$ cat config.mk
export PLATFORM = sky130hd
export DESIGN_NAME = csc_core
export DESIGN_NICKNAME = d
export VERILOG_FILES = /design/src/hdl/csc_pkg.sv /design/src/hdl/csc_sync.sv /design/src/hdl/csc_out_stage.sv /design/src/hdl/csc_core.sv
export SDC_FILE = /design/constraint.sdc
export NUM_CORES = 1
export LEC_CHECK = 0
export ABC_CLOCK_PERIOD_IN_PS = 1950
export BUFFER_PORTS_ARGS = -buffer_cell sky130_fd_sc_hd__buf_4
export CORE_MARGIN = 2
export CORE_UTILIZATION = 47
export DETAILED_ROUTE_END_ITERATION = 10
export GPL_TIMING_DRIVEN = 0
export PLACE_DENSITY = 0.77
export SLEW_MARGIN = 10
export SYNTH_ARGS = -nofsm -noshare
export SYNTH_HDL_FRONTEND = slang
export SYNTH_SLANG_ARGS = --single-unit
export TNS_END_PERCENT = 20
$ cat constraint.sdc
create_clock -name ref_clk_in -period 1.95 [get_ports ref_clk_in]
set_input_delay 0.195 -clock ref_clk_in [delete_from_list [all_inputs] [get_ports ref_clk_in]]
set_output_delay 0.195 -clock ref_clk_in [all_outputs]
set_load 0.01 [all_outputs]
$ cat src/hdl/csc_pkg.sv
/*
  Constants shared by the channel state control block: register indices,
  field positions, widths and reset values.
  Assumes a 32-bit Avalon-MM slave with byte addresses of four times the index.
*/
package csc_pkg;

  // ----------------------------------------------------------------------
  // bus geometry
  // ----------------------------------------------------------------------
  localparam int ADDR_W = 18;
  localparam int DATA_W = 32;
  localparam int REG_W  = 16;
  localparam int IDX_W  = 16;
  localparam int BE_W   = 4;

  // ----------------------------------------------------------------------
  // register indices
  // ----------------------------------------------------------------------
  localparam logic [IDX_W-1:0] IDX_STATUS   = 16'hE8A8;
  localparam logic [IDX_W-1:0] IDX_MODIFY   = 16'hE8AA;
  localparam logic [IDX_W-1:0] IDX_IRQ_STAT = 16'hE8F0;
  localparam logic [IDX_W-1:0] IDX_IRQ_CLR  = 16'hE8F2;
  localparam logic [IDX_W-1:0] IDX_IRQ_EN   = 16'hE8F4;

  // ----------------------------------------------------------------------
  // field layout
  // ----------------------------------------------------------------------
  localparam int N_CH     = 4;
  localparam int N_CAP    = 3;
  localparam int N_OUT    = 7;
  localparam int N_T1_OUT = 6;
  localparam int HALL_W   = 3;
  localparam int HALL_LSB = 3;
  localparam int PS_LSB   = 8;
  localparam int IM_BIT   = 15;
  localparam int FLAG_BIT [N_CH] = '{0, 1, 2, 6};
  localparam int CLR_BIT  [N_CH] = '{8, 9, 10, 14};

  // ----------------------------------------------------------------------
  // reset values
  // ----------------------------------------------------------------------
  localparam logic [REG_W-1:0]  STATUS_RST = 16'h0000;
  localparam logic [N_OUT-1:0]  PS_RST     = 7'h00;
  localparam logic [N_CH-1:0]   FLAG_RST   = 4'h0;
  localparam logic [N_CH-1:0]   IRQ_RST    = 4'h0;
  localparam logic [HALL_W-1:0] HALL_RST   = 3'h0;
  localparam logic [DATA_W-1:0] RDATA_RST  = 32'h0000_0000;

endpackage

$ cat src/hdl/csc_sync.sv
/*
  Three-stage input synchroniser with agreement filter.
  Assumes asynchronous inputs; the value changes once stages two and three
  agree.
*/
`timescale 1ns/1ps

module csc_sync #(
  parameter int WIDTH = 3
) (
  input  wire logic             ref_clk_in,
  input  wire logic             rst_n_in,
  input  wire logic [WIDTH-1:0] async_in,
  output logic      [WIDTH-1:0] stable_out
);

  logic [WIDTH-1:0] s1_r;
  logic [WIDTH-1:0] s2_r;
  logic [WIDTH-1:0] s3_r;

  if (WIDTH < 1) begin : g_chk
    $error("csc_sync: WIDTH must be at least 1");
  end

  // ----------------------------------------------------------------------
  // stages
  // ----------------------------------------------------------------------
  always_ff @(posedge ref_clk_in or negedge rst_n_in) begin
    if (!rst_n_in) begin
      s1_r <= '0;
      s2_r <= '0;
      s3_r <= '0;
    end else begin
      s1_r <= async_in;
      s2_r <= s1_r;
      s3_r <= s2_r;
    end
  end

  // per-bit agreement of stages two and three
  for (genvar i = 0; i < WIDTH; i++) begin : g_bit
    always_ff @(posedge ref_clk_in or negedge rst_n_in) begin
      if (!rst_n_in) begin
        stable_out[i] <= 1'b0;
      end else if (s2_r[i] == s3_r[i]) begin
        stable_out[i] <= s3_r[i];
      end
    end
  end

endmodule // csc_sync

$ cat src/hdl/csc_out_stage.sv
/*
  Output level stage for the seven compare outputs.
  Assumes flags, select bits and levels come from the state control core on
  the same clock; outputs are registered.
*/
`timescale 1ns/1ps

module csc_out_stage #(
  parameter int N = 7
) (
  input  wire logic         ref_clk_in,
  input  wire logic         rst_n_in,
  input  wire logic [N-1:0] flag_in,
  input  wire logic [N-1:0] passive_sel_in,
  input  wire logic [N-1:0] capture_in,
  input  wire logic [N-1:0] passive_level_in,
  input  wire logic [N-1:0] mod_en_in,
  input  wire logic         cmp_sig_in,
  input  wire logic         invert_in,
  output logic      [N-1:0] pin_out
);

  logic mod_sig;

  if (N < 1) begin : g_chk
    $error("csc_out_stage: N must be at least 1");
  end

  // passive when flag equals the select bit; select ignored in capture
  function automatic logic is_passive(input logic flag, input logic sel,
                                      input logic cap);
    is_passive = !cap && (flag == sel);
  endfunction

  assign mod_sig = cmp_sig_in ^ invert_in;

  // ----------------------------------------------------------------------
  // per output level
  // ----------------------------------------------------------------------
  for (genvar j = 0; j < N; j++) begin : g_out
    always_ff @(posedge ref_clk_in or negedge rst_n_in) begin
      if (!rst_n_in) begin
        pin_out[j] <= 1'b0;
      end else if (is_passive(flag_in[j], passive_sel_in[j],
                              capture_in[j]) ||
                   (mod_en_in[j] && !mod_sig)) begin
        pin_out[j] <= passive_level_in[j];
      end else begin
        pin_out[j] <= ~passive_level_in[j];
      end
    end
  end

endmodule // csc_out_stage

$ cat src/hdl/csc_core.sv
/*
  Channel state control for a seven-output capture/compare unit: state flags,
  shadowed passive-state selects, inverted modulation control, Hall sample
  bits, set/clear/toggle register and an event interrupt.
  Assumes timer switching events, shadow-transfer strobes and capture-mode
  selects arrive as same-clock pulses or levels from the timer logic; the
  Hall pins are asynchronous.
*/
`timescale 1ns/1ps

module csc_core
  import csc_pkg::*;
(
  input  wire logic                        ref_clk_in,
  input  wire logic                        rst_n_in,
  input  wire logic [csc_pkg::ADDR_W-1:0]  avs_address_in,
  input  wire logic                        avs_read_in,
  input  wire logic                        avs_write_in,
  input  wire logic [csc_pkg::DATA_W-1:0]  avs_writedata_in,
  input  wire logic [csc_pkg::BE_W-1:0]    avs_byteenable_in,
  output logic      [csc_pkg::DATA_W-1:0]  avs_readdata_out,
  output logic                             avs_waitrequest_out,
  input  wire logic [csc_pkg::N_CH-1:0]    hw_set_in,
  input  wire logic [csc_pkg::N_CH-1:0]    hw_clr_in,
  input  wire logic [csc_pkg::N_CAP-1:0]   capture_mode_in,
  input  wire logic                        first_timer_shadow_in,
  input  wire logic                        second_timer_shadow_in,
  input  wire logic [csc_pkg::HALL_W-1:0]  hall_pin_in,
  input  wire logic                        hall_sample_in,
  input  wire logic                        second_timer_compare_signal_in,
  input  wire logic [csc_pkg::N_OUT-1:0]   passive_level_register_in,
  input  wire logic [csc_pkg::N_T1_OUT-1:0] second_timer_mod_en_in,
  output logic      [csc_pkg::N_CAP-1:0]   channel_output_out,
  output logic      [csc_pkg::N_CAP-1:0]   complement_output_out,
  output logic                             second_timer_output_out,
  output logic      [csc_pkg::N_CH-1:0]    channel_state_flag_out,
  output logic                             irq_out
);
  import csc_pkg::*;

  // ----------------------------------------------------------------------
  // declarations
  // ----------------------------------------------------------------------
  logic                ack_r;
  logic [DATA_W-1:0]   rdata_r;
  logic [DATA_W-1:0]   rdata_nxt;
  logic                req;
  logic                wr_acc;
  logic [REG_W-1:0]    wmask;
  logic [REG_W-1:0]    wdata;
  logic                stat_wr;
  logic                mod_wr;
  logic                iclr_wr;
  logic                ien_wr;
  logic                im_r;
  logic [N_OUT-1:0]    ps_sh_r;
  logic [N_OUT-1:0]    ps_r;
  logic [N_CH-1:0]     flag_r;
  logic [N_CH-1:0]     sw_set;
  logic [N_CH-1:0]     sw_clr;
  logic [N_CH-1:0]     cap_ch;
  logic [N_CH-1:0]     hw_event;
  logic [N_CH-1:0]     irq_stat_r;
  logic [N_CH-1:0]     irq_en_r;
  logic                irq_r;
  logic [HALL_W-1:0]   hall_sync;
  logic [HALL_W-1:0]   hall_r;
  logic [REG_W-1:0]    status_view;
  logic [N_OUT-1:0]    out_flag;
  logic [N_OUT-1:0]    out_cap;
  logic [N_OUT-1:0]    out_mod_en;
  logic [N_OUT-1:0]    out_pins;

  // byte address of a register index
  function automatic logic hit(input logic [ADDR_W-1:0] addr,
                               input logic [IDX_W-1:0]  idx);
    hit = (addr == {idx, 2'b00});
  endfunction

  // ----------------------------------------------------------------------
  // avalon slave: one wait state for every access
  // ----------------------------------------------------------------------
  assign req                 = avs_read_in | avs_write_in;
  assign avs_waitrequest_out = req & ~ack_r;
  assign wr_acc              = avs_write_in & ack_r;
  assign wmask   = {{8{avs_byteenable_in[1]}}, {8{avs_byteenable_in[0]}}};
  assign wdata   = avs_writedata_in[REG_W-1:0] & wmask;
  assign stat_wr = wr_acc & hit(avs_address_in, IDX_STATUS);
  assign mod_wr  = wr_acc & hit(avs_address_in, IDX_MODIFY);
  assign iclr_wr = wr_acc & hit(avs_address_in, IDX_IRQ_CLR);
  assign ien_wr  = wr_acc & hit(avs_address_in, IDX_IRQ_EN);

  always_ff @(posedge ref_clk_in or negedge rst_n_in) begin
    if (!rst_n_in) begin
      ack_r <= 1'b0;
    end else begin
      ack_r <= req & ~ack_r;
    end
  end

  // status view: active selects, flags and sampled Hall bits
  always_comb begin
    status_view = STATUS_RST;
    status_view[IM_BIT] = im_r;
    status_view[PS_LSB +: N_OUT] = ps_r;
    status_view[HALL_LSB +: HALL_W] = hall_r;
    for (int k = 0; k < N_CH; k++) begin
      status_view[FLAG_BIT[k]] = flag_r[k];
    end
  end

  // modify and clear registers read as zero, unmapped addresses too
  always_comb begin
    rdata_nxt = RDATA_RST;
    if (hit(avs_address_in, IDX_STATUS)) begin
      rdata_nxt[REG_W-1:0] = status_view;
    end else if (hit(avs_address_in, IDX_IRQ_STAT)) begin
      rdata_nxt[N_CH-1:0] = irq_stat_r;
    end else if (hit(avs_address_in, IDX_IRQ_EN)) begin
      rdata_nxt[N_CH-1:0] = irq_en_r;
    end
  end

  always_ff @(posedge ref_clk_in or negedge rst_n_in) begin
    if (!rst_n_in) begin
      rdata_r <= RDATA_RST;
    end else if (avs_read_in && !ack_r) begin
      rdata_r <= rdata_nxt;
    end
  end

  assign avs_readdata_out = rdata_r;

  // ----------------------------------------------------------------------
  // inverted modulation control and passive-state selects
  // ----------------------------------------------------------------------
  always_ff @(posedge ref_clk_in or negedge rst_n_in) begin
    if (!rst_n_in) begin
      im_r <= 1'b0;
    end else if (stat_wr && wmask[IM_BIT]) begin
      im_r <= wdata[IM_BIT];
    end
  end

  always_ff @(posedge ref_clk_in or negedge rst_n_in) begin
    if (!rst_n_in) begin
      ps_sh_r <= PS_RST;
    end else if (stat_wr) begin
      ps_sh_r <= (ps_sh_r & ~wmask[PS_LSB +: N_OUT]) |
                 wdata[PS_LSB +: N_OUT];
    end
  end

  // first timer moves the six channel selects, second timer its own
  always_ff @(posedge ref_clk_in or negedge rst_n_in) begin
    if (!rst_n_in) begin
      ps_r <= PS_RST;
    end else begin
      if (first_timer_shadow_in) begin
        ps_r[N_T1_OUT-1:0] <= ps_sh_r[N_T1_OUT-1:0];
      end
      if (second_timer_shadow_in) begin
        ps_r[N_OUT-1] <= ps_sh_r[N_OUT-1];
      end
    end
  end

  // ----------------------------------------------------------------------
  // channel state flags
  // ----------------------------------------------------------------------
  for (genvar i = 0; i < N_CH; i++) begin : g_flag
    if (i < N_CAP) begin : g_cap
      assign cap_ch[i] = capture_mode_in[i];
    end else begin : g_cmp
      assign cap_ch[i] = 1'b0;
    end

    assign sw_set[i] = mod_wr & wdata[FLAG_BIT[i]];
    assign sw_clr[i] = mod_wr & wdata[CLR_BIT[i]];
    assign hw_event[i] = hw_set_in[i] & ~flag_r[i] &
                         ~(sw_set[i] | sw_clr[i]);

    always_ff @(posedge ref_clk_in or negedge rst_n_in) begin
      if (!rst_n_in) begin
        flag_r[i] <= 1'b0;
      end else if (sw_set[i] && sw_clr[i]) begin
        flag_r[i] <= ~flag_r[i];
      end else if (sw_set[i]) begin
        flag_r[i] <= 1'b1;
      end else if (sw_clr[i]) begin
        flag_r[i] <= 1'b0;
      end else if (hw_set_in[i]) begin
        flag_r[i] <= 1'b1;
      end else if (hw_clr_in[i] && !cap_ch[i]) begin
        flag_r[i] <= 1'b0;
      end
    end
  end

  assign channel_state_flag_out = flag_r;

  // ----------------------------------------------------------------------
  // hall sample bits
  // ----------------------------------------------------------------------
  csc_sync #(
    .WIDTH (HALL_W)
  ) u_hall_sync (
    .ref_clk_in (ref_clk_in),
    .rst_n_in   (rst_n_in),
    .async_in   (hall_pin_in),
    .stable_out (hall_sync)
  );

  always_ff @(posedge ref_clk_in or negedge rst_n_in) begin
    if (!rst_n_in) begin
      hall_r <= HALL_RST;
    end else if (hall_sample_in) begin
      hall_r <= hall_sync;
    end
  end

  // ----------------------------------------------------------------------
  // interrupt: sticky status, write-one clear, enable
  // ----------------------------------------------------------------------
  always_ff @(posedge ref_clk_in or negedge rst_n_in) begin
    if (!rst_n_in) begin
      irq_stat_r <= IRQ_RST;
    end else begin
      irq_stat_r <= (irq_stat_r &
                     ~(iclr_wr ? wdata[N_CH-1:0] : IRQ_RST)) | hw_event;
    end
  end

  always_ff @(posedge ref_clk_in or negedge rst_n_in) begin
    if (!rst_n_in) begin
      irq_en_r <= IRQ_RST;
    end else if (ien_wr) begin
      irq_en_r <= (irq_en_r & ~wmask[N_CH-1:0]) | wdata[N_CH-1:0];
    end
  end

  always_ff @(posedge ref_clk_in or negedge rst_n_in) begin
    if (!rst_n_in) begin
      irq_r <= 1'b0;
    end else begin
      irq_r <= |(irq_stat_r & irq_en_r);
    end
  end

  assign irq_out = irq_r;

  // ----------------------------------------------------------------------
  // output stage: outputs ordered as the select bits
  // ----------------------------------------------------------------------
  for (genvar j = 0; j < N_T1_OUT; j++) begin : g_map
    assign out_flag[j]   = flag_r[j/2];
    assign out_cap[j]    = capture_mode_in[j/2];
    assign out_mod_en[j] = second_timer_mod_en_in[j];
  end
  assign out_flag[N_OUT-1]   = flag_r[N_CH-1];
  assign out_cap[N_OUT-1]    = 1'b0;
  assign out_mod_en[N_OUT-1] = 1'b0;

  csc_out_stage #(
    .N (N_OUT)
  ) u_out (
    .ref_clk_in       (ref_clk_in),
    .rst_n_in         (rst_n_in),
    .flag_in          (out_flag),
    .passive_sel_in   (ps_r),
    .capture_in       (out_cap),
    .passive_level_in (passive_level_register_in),
    .mod_en_in        (out_mod_en),
    .cmp_sig_in       (second_timer_compare_signal_in),
    .invert_in        (im_r),
    .pin_out          (out_pins)
  );

  for (genvar c = 0; c < N_CAP; c++) begin : g_pins
    assign channel_output_out[c]    = out_pins[2*c];
    assign complement_output_out[c] = out_pins[2*c+1];
  end
  assign second_timer_output_out = out_pins[N_OUT-1];

endmodule // csc_core

Word level (Yosys, flattened, before mapping)
Cells that the tools add are included.
{"block": "word_totals", "register_bits": 67, "output_inout_bits": 45, "word_cells": 166}
{"block": "op_classes", "n_eq_ne": 15, "muxes": 32, "bitwise": 55, "reduce_logical": 37}
{"operator": "$eq 18x18->1 const B", "count": 5}
{"operator": "$mux 1", "count": 27}
{"operator": "$and 1x1->1", "count": 22}
{"operator": "$logic_and 1x1->1", "count": 21}
{"operator": "$reduce_bool 5->1", "count": 4}
{"operator": "$and 16x16->16", "count": 1}
{"operator": "$mux 4", "count": 4}
{"operator": "$not 1->1", "count": 16}
{"operator": "$and 4x4->4", "count": 3}
{"operator": "$mux 12", "count": 1}
{"operator": "$eq 1x1->1", "count": 10}
{"operator": "$not 4->4", "count": 2}
{"operator": "$or 4x4->4", "count": 2}
{"operator": "$and 7x7->7", "count": 1}
{"operator": "$not 7->7", "count": 1}
{"operator": "$or 7x7->7", "count": 1}
{"operator": "$logic_or 1x1->1", "count": 6}
{"operator": "$logic_not 1->1", "count": 5}
{"operator": "$or 1x1->1", "count": 5}
{"operator": "$reduce_or 4->1", "count": 1}
{"operator": "$xor 1x1->1", "count": 1}

Depth between registers and ports, before layout
Gate-level depths: netlist (run 1).
{"block": "depth", "word_depth": 7, "mapped_depth": 6, "mapped_depth_nobuf": 5}

Hierarchy
From an unflattened synthesis (run 1), not the netlist that was laid out.
{"block": "hier_totals", "cells_unflattened": 241, "hier_area_um2": 3045.4}
{"module": "csc_core", "instances": 1, "cells_each": 197, "area_each_um2": 2336.0, "seq_area_each_um2": 1176.1}
{"module": "csc_out_stage", "instances": 1, "cells_each": 29, "area_each_um2": 375.4, "seq_area_each_um2": 175.2}
{"module": "csc_sync", "instances": 1, "cells_each": 15, "area_each_um2": 334.1, "seq_area_each_um2": 300.3}

Worst setup path after synthesis (run 1)
Ideal clock, no wire load.
{"block": "synth_path", "kind": "flip-flop to flip-flop", "start": "register ack_r", "end": "register (tool-made name)", "setup_ns": 0.125, "arrival_ns": 1.492, "t_required_ns": 1.825, "path_slack_ns": 0.333, "stages_incl_launch_ff": 5, "path_buffers": 0, "period_less_slack_ns": 1.617, "cell_sequence": "dfrtp_1 -> and4_1 -> nand4_1 -> or4b_4 -> mux2_4"}
{"item": "start, declared", "line_no": "csc_core.sv:44", "text": "logic ack_r;"}
{"item": "start signal, assigned", "line_no": "csc_core.sv:97", "text": "ack_r <= req & ~ack_r;"}

Worst setup path after layout (run 1)
{"block": "layout_path", "start": "register ack_r", "end": "register flag_r[3] (netlist: channel_state_flag_out[3])"}
{"block": "layout_between", "elab_chain_cells": 6}
{"item": "$and 1x1->1 *", "line_no": "csc_core.sv:85", "text": "assign wr_acc = avs_write_in & ack_r;"}
{"item": "$and 1x1->1 *", "line_no": "csc_core.sv:89", "text": "assign mod_wr = wr_acc & hit(avs_address_in, IDX_MODIFY);"}
{"item": "$and 1x1->1", "line_no": "csc_core.sv:179", "text": "assign sw_clr[i] = mod_wr & wdata[CLR_BIT[i]];"}
{"item": "$mux 1", "line_no": "csc_core.sv:190", "text": "end else if (sw_clr[i]) begin"}
{"item": "$mux 1", "line_no": "csc_core.sv:188", "text": "end else if (sw_set[i]) begin"}
{"item": "$mux 1", "line_no": "csc_core.sv:186", "text": "end else if (sw_set[i] && sw_clr[i]) begin"}
{"item": "end signal, assigned by index", "line_no": "csc_core.sv:187", "text": "flag_r[i] <= ~flag_r[i];"}
{"item": "end, declared", "line_no": "csc_core.sv:58", "text": "logic [N_CH-1:0] flag_r;"}
Every way passes the cells marked *; elsewhere a longest branch is shown, timed or not.
A chain may end at the register's enable or synchronous reset.

==> impl_metrics.json, run 1 <==
{
  "final.min_clock_period_ns": 1.78,
  "power.leakage_nw": 2.01,
  "vias": 2252,
  "rsz0062_at_grt": "no",
  "clock.fmax_ghz": 0.562,
  "nFillCells": 521,
  "ys_seq_elements": 66,
  "placed_area_sq_um": 3840,
  "hold_violations": 0,
  "antenna_found_initial": 0,
  "worstMarginPinSlew_ns": 0.815,
  "n_antenna_cell": 0,
  "drt-total-wl_microns": 6410,
  "ys_seq_area_share_pct": 55.3,
  "drt_iter0_drc": 85,
  "antenna_left": 0,
  "ff2ff_path_depth": 6,
  "path_class": "flip-flop to flip-flop",
  "synth_edf_count": 0,
  "wl_per_cell_microns": 14.3,
  "syn_avg_cell_area_sq_um": 12.4,
  "grt_overflow": 0,
  "layout.nets": 455,
  "vdd_drop_max_v": 0.000559,
  "clk_latency_ns": 0.33,
  "die_h_microns": 83.7,
  "io_buffer_count": 93,
  "fin_crit_sh_pct": 91.3,
  "path_clk_slew_ns": 0.07,
  "cp-start-kind": "flip-flop",
  "crit_required_ns": 2.17,
  "final_common_cell": "buf_4",
  "crit_cells": 6,
  "io_pins": 134,
  "cts_inserted_buffers": 9,
  "grt_max_degree": 67,
  "layout-drive-gt1-share_pct": 43.0,
  "whs_path_depth": 2,
  "reg2reg_from": "ack_r",
  "p_per_area_nw_per_um2": 692,
  "setup_tns_ns": 0,
  "drc": 0,
  "status": "completed",
  "yosys_most_used_dff": "dfrtp_1",
  "synth_cell_types": 36,
  "dr.pass1.iters": 4,
  "cp.arrival_ns": 2.00,
  "slowest_stage": "dfrtp_1",
  "area_delta_synth_final_pct": 36.4,
  "via_per_inst": 5.04,
  "cp_num_buf_inv": 1,
  "critical_path.top_delay_family": "simple AND/OR/NAND/NOR gates",
  "hpwlAfterDp_microns": 4800,
  "start_util_pct": 47.8,
  "synthCells": 241,
  "die_w_microns": 83.7,
  "worstHoldStart": "passive_level_register_in[1]",
  "grt_pass1_vias": 2265,
  "slew_headroom_pct": 45.7,
  "critical_path.max_fanout": 10,
  "async_reset_ff_share_pct": 100,
  "design.core.area_sq_um": 6240,
  "finalClockSkew_ns": 0.00491,
  "syn_area_sq_um": 2980,
  "tritoncts": "done",
  "clkSinkCount": 66,
  "htreeDepth": 3,
  "grt_first_pass_wirelength_microns": 10800,
  "final_cell_mix": "buf_4 (112), dfrtp_1 (66), mux2_2 (18)",
  "ys_warn_count": 0,
  "crit_start": "ack_r",
  "grt_usage_pct": 19.4,
  "cts-root-buf": "clkbuf_8",
  "slew_violations": 0,
  "max_stage_delay_ns": 0.35,
  "gp_congestion": 0.753,
  "min-delay-path-class": "input pin to flip-flop",
  "clockBufferDepth": 2,
  "die-area_sq_um": 7000,
  "drv_cap": 0,
  "setup_viol": 0,
  "worstPathCellList": "and4_1, nand4_1, nor2_1, buf_4, nand3_1, a31o_2",
  "fin_area_sq_um": 4070,
  "critPathCaptureType": "flip-flop",
  "core.rowCount": 29
}
cell families after synthesis:
family / synth area share, %
fa+ha+maj: 1.01
buf+inv: 5.79
compound gates: 11.5
flops: 55.3
xor+xnor: 4.40
simple gates: 11.7
mux: 10.1
other cells: 0.126
worst paths after layout:
kind	slack [ns]	to
worst min-delay path	0.04	u_out.pin_out[1]
worst min register to register	0.35	u_hall_sync.s2_r[2]
max in group asynchronous	0.92	u_hall_sync.s3_r[2]
worst max register to register	0.17	channel_state_flag_out[3]
worst max-delay path	0.17	channel_state_flag_out[3]
min in group asynchronous	0.49	avs_readdata_out[13]
final cells by class:
class,instances,area (sq um),area share (%)
sequential,66,1650,40.6
multi-input combinational,164,1220,30.0
timing repair buffer,98,758,18.6
clock buffer,13,159,3.90
buffer,23,158,3.87
tap,77,96.3,2.37
inverter,4,15.0,0.369
clock inverter,2,12.5,0.307
repair_timing:
action | in CTS | in global routing
hold buffers | 4 | 0
resized for setup | 0 | 0
hold endpoints to repair | 62 | 0
setup buffers | 0 | 1
endpoints found under the setup margin | 0 | 8
metal layers:
| metal | up-vias | global-route usage, % | part of all wire [%] |
|---|---|---|---|
| met5 | - | 0 | 0 |
| met4 | 0 | 5.28 | 1.0 |
| met3 | 8 | 6.33 | 8.3 |
| met2 | 84 | 31.1 | 49 |
| met1 | 1080 | 25.5 | 42 |
| li1 | 1080 | - | - |
where the power goes:
| group | internal, mW | switching, mW | leakage (nW) | total, mW |
|---|---|---|---|---|
| combinational | 0.202 | 0.157 | 1.09 | 0.359 |
| clock | 0.523 | 0.484 | 0.0855 | 1.01 |
| sequential | 1.42 | 0.0294 | 0.834 | 1.45 |
| total | 2.15 | 0.670 | 2.01 | 2.82 |
through the flow:
stage	cells	power, mW	worst slack (ns)	hold slack, ns	utilization [%]
6_report	447	2.82	0.171	0.0410	65.2
2_1_floorplan	257	1.62	0.333	-0.101	-
4_1_cts	446	2.84	0.0248	0.0303	64.9
5_1_grt	447	2.93	0.0583	0.0307	65.2
3_3_place_gp	427	1.82	-0.0779	0.305	61.5
3_5_place_dp	427	1.83	-0.0974	0.305	61.5
cell usage after synthesis, types with 2 or more instances:
library cell  count  area (sq um)
a21oi_1          12          60.1
a22o_1           14           123
a22oi_1           6          45.0
a31o_2            4          35.0
buf_4            19           143
clkbuf_1          4          15.0
dfrtp_1          66          1650
inv_1             4          15.0
maj3_1            3          30.0
mux2_2           18           203
mux2_4            4          60.1
mux2i_1           4          40.0
nand2_1          16          60.1
nand2b_1          7          43.8
nand3_1           7          35.0
nand4_1           2          12.5
nor2_1            7          26.3
nor2b_1           2          12.5
nor4_4            2          42.5
o21ai_0          11          55.1
xnor2_1           9          78.8
xor2_1            6          52.6
No activity file was read; power rests on OpenSTA's default activity.
==> inputs of run 2 (changes only) <==
--- a/config.mk
+++ b/config.mk
@@ -11,6 +11,7 @@
 export CORE_UTILIZATION = 47
 export DETAILED_ROUTE_END_ITERATION = 10
 export GPL_TIMING_DRIVEN = 0
+export MAX_ROUTING_LAYER = met4
 export PLACE_DENSITY = 0.77
 export SLEW_MARGIN = 10
 export SYNTH_ARGS = -nofsm -noshare
==> run 2 against run 1 <==
Utilization stayed put; highest routed layer unchanged; largest power group unchanged; via count is essentially flat; non-clock buffer count did not move; largest cell class unchanged.
==> impl_metrics.json, run 2 (synthesis results as in run 1) <==
{
  "worstPathCellList": "and4_1, nand4_1, nor2_1, buf_4, nand3_1, a31o_2",
  "critical_path.top_delay_family": "simple AND/OR/NAND/NOR gates",
  "grt_usage_pct": 19.9,
  "final_cell_mix": "buf_4 (112), dfrtp_1 (66), mux2_2 (18)",
  "drc": 0,
  "rsz0062_at_grt": "no",
  "finalClockSkew_ns": 0.00491,
  "grt_overflow": 0,
  "antenna_left": 0,
  "design.core.area_sq_um": 6240,
  "clk_latency_ns": 0.33,
  "cts_resized": 0,
  "n_antenna_cell": 0,
  "max_stage_delay_ns": 0.35,
  "holdWs_ns": 0.0410,
  "worstMarginPinSlew_ns": 0.815,
  "reg2reg_from": "ack_r",
  "io_pins": 134,
  "area_delta_synth_final_pct": 36.4,
  "cts-root-buf": "clkbuf_8",
  "p_switching_mw": 0.670,
  "hpwlAfterDp_microns": 4800,
  "grt_pass1_vias": 2266,
  "path_class": "flip-flop to flip-flop",
  "p_total_mw": 2.82,
  "die-area_sq_um": 7000,
  "crit_start": "ack_r",
  "final_common_cell": "buf_4",
  "vdd_drop_max_v": 0.000559,
  "htreeDepth": 3,
  "via_per_inst": 5.04,
  "setup_tns_ns": 0,
  "final.min_clock_period_ns": 1.78,
  "crit_cells": 6,
  "switching_share_pct": 23.8,
  "fin_crit_sh_pct": 91.3,
  "hold_violations": 0,
  "clkSinkCount": 66,
  "dr.pass1.iters": 4,
  "critical_path.max_fanout": 10,
  "grt_max_degree": 67,
  "slowest_stage": "dfrtp_1",
  "gp_congestion": 0.763,
  "die_h_microns": 83.7,
  "critPathCaptureType": "flip-flop",
  "critPathCapture": "channel_state_flag_out[3]",
  "start_util_pct": 47.8,
  "timing.rr.end": "channel_state_flag_out[3]",
  "drt-total-wl_microns": 6410,
  "core.rowCount": 29,
  "io_buffer_count": 93,
  "p_per_area_nw_per_um2": 692,
  "grt_first_pass_wirelength_microns": 10800,
  "cp.arrival_ns": 2.00,
  "finalCoreUtilization_pct": 65.2,
  "power.leakage_nw": 2.01,
  "ff2ff_path_depth": 6,
  "layout-drive-gt1-share_pct": 43.0,
  "tritoncts": "done",
  "min-delay-path-class": "input pin to flip-flop",
  "drt_iter0_drc": 83,
  "path_clk_slew_ns": 0.07,
  "cts_inserted_buffers": 9,
  "intPower_mw": 2.15,
  "antenna_found_initial": 0,
  "setup_viol": 0,
  "clockBufferDepth": 2,
  "combPwrFrac_pct": 12.7,
  "clkPwrFrac_pct": 35.8,
  "crit_required_ns": 2.17,
  "nFillCells": 521,
  "clock.fmax_ghz": 0.562,
  "layout.nets": 455,
  "cp_num_buf_inv": 1,
  "cp-start-kind": "flip-flop",
  "place_ws_ns": -0.0974,
  "fin_ws_ns": 0.171,
  "drv_cap": 0,
  "status": "completed",
  "vias": 2253,
  "slew_violations": 0,
  "wl_per_cell_microns": 14.3,
  "die_w_microns": 83.7,
  "slew_headroom_pct": 45.7,
  "sequentialPowerShare_pct": 51.5,
  "r2r_slack_ns": 0.17
}
## run 2: metrics by stage
step / instances / instance area (sq um)
6_report: 447 / 4070
2_1_floorplan: 257 / 3040
3_3_place_gp: 427 / 3840
3_5_place_dp: 427 / 3840
5_1_grt: 447 / 4070
4_1_cts: 446 / 4050
## run 2: worst min path at each step
stage | endpoint | startpoint | slack (ns) | depth (start not counted)
after detailed placement | u_hall_sync.s1_r[2] | hall_pin_in[2] | 0.31 | 1
after global routing | u_out.pin_out[1] | passive_level_register_in[1] | 0.03 | 2
after floorplan | asynchronous set/reset pin | rst_n_in | -0.10 | 0
final | u_out.pin_out[1] | passive_level_register_in[1] | 0.04 | 2
after global placement | u_hall_sync.s1_r[2] | hall_pin_in[2] | 0.30 | 1
after CTS | u_out.pin_out[0] | passive_level_register_in[0] | 0.03 | 2
## run 2: cell type report
cell class                      count  area [sq um]  share of cell area [%]
Sequential cell                    66          1650                    40.6
Buffer                             23           158                    3.87
Inverter                            4          15.0                   0.369
Multi-Input combinational cell    164          1220                    30.0
Clock inverter                      2          12.5                   0.307
Clock buffer                       13           159                    3.90
Tap cell                           77          96.3                    2.37
Timing Repair Buffer               98           758                    18.6
## run 2: repair_timing
| item | CTS | global route |
|---|---|---|
| hold endpoints to repair | 62 | 0 |
| setup buffers | 0 | 1 |
| hold buffers | 4 | 0 |
| setup endpoints to repair | 0 | 8 |
## run 2: power groups by stage
stage                     Clock (mW)  Combinational [mW]  Sequential (mW)
final                           1.01               0.359             1.45
after global routing            1.08               0.397             1.46
after global placement             0               0.349             1.47
after CTS                       1.03               0.363             1.45
after detailed placement           0               0.356             1.48
after floorplan                    0               0.140             1.48
## run 2: per-layer routing
metal,GRT usage [%],share of wire (%),vias up
li1,-,-,1081
met1,25.8,42,1080
met2,31.1,49,84
met3,5.93,7.8,8
met4,5.28,1.0,0
met5,-,0,-
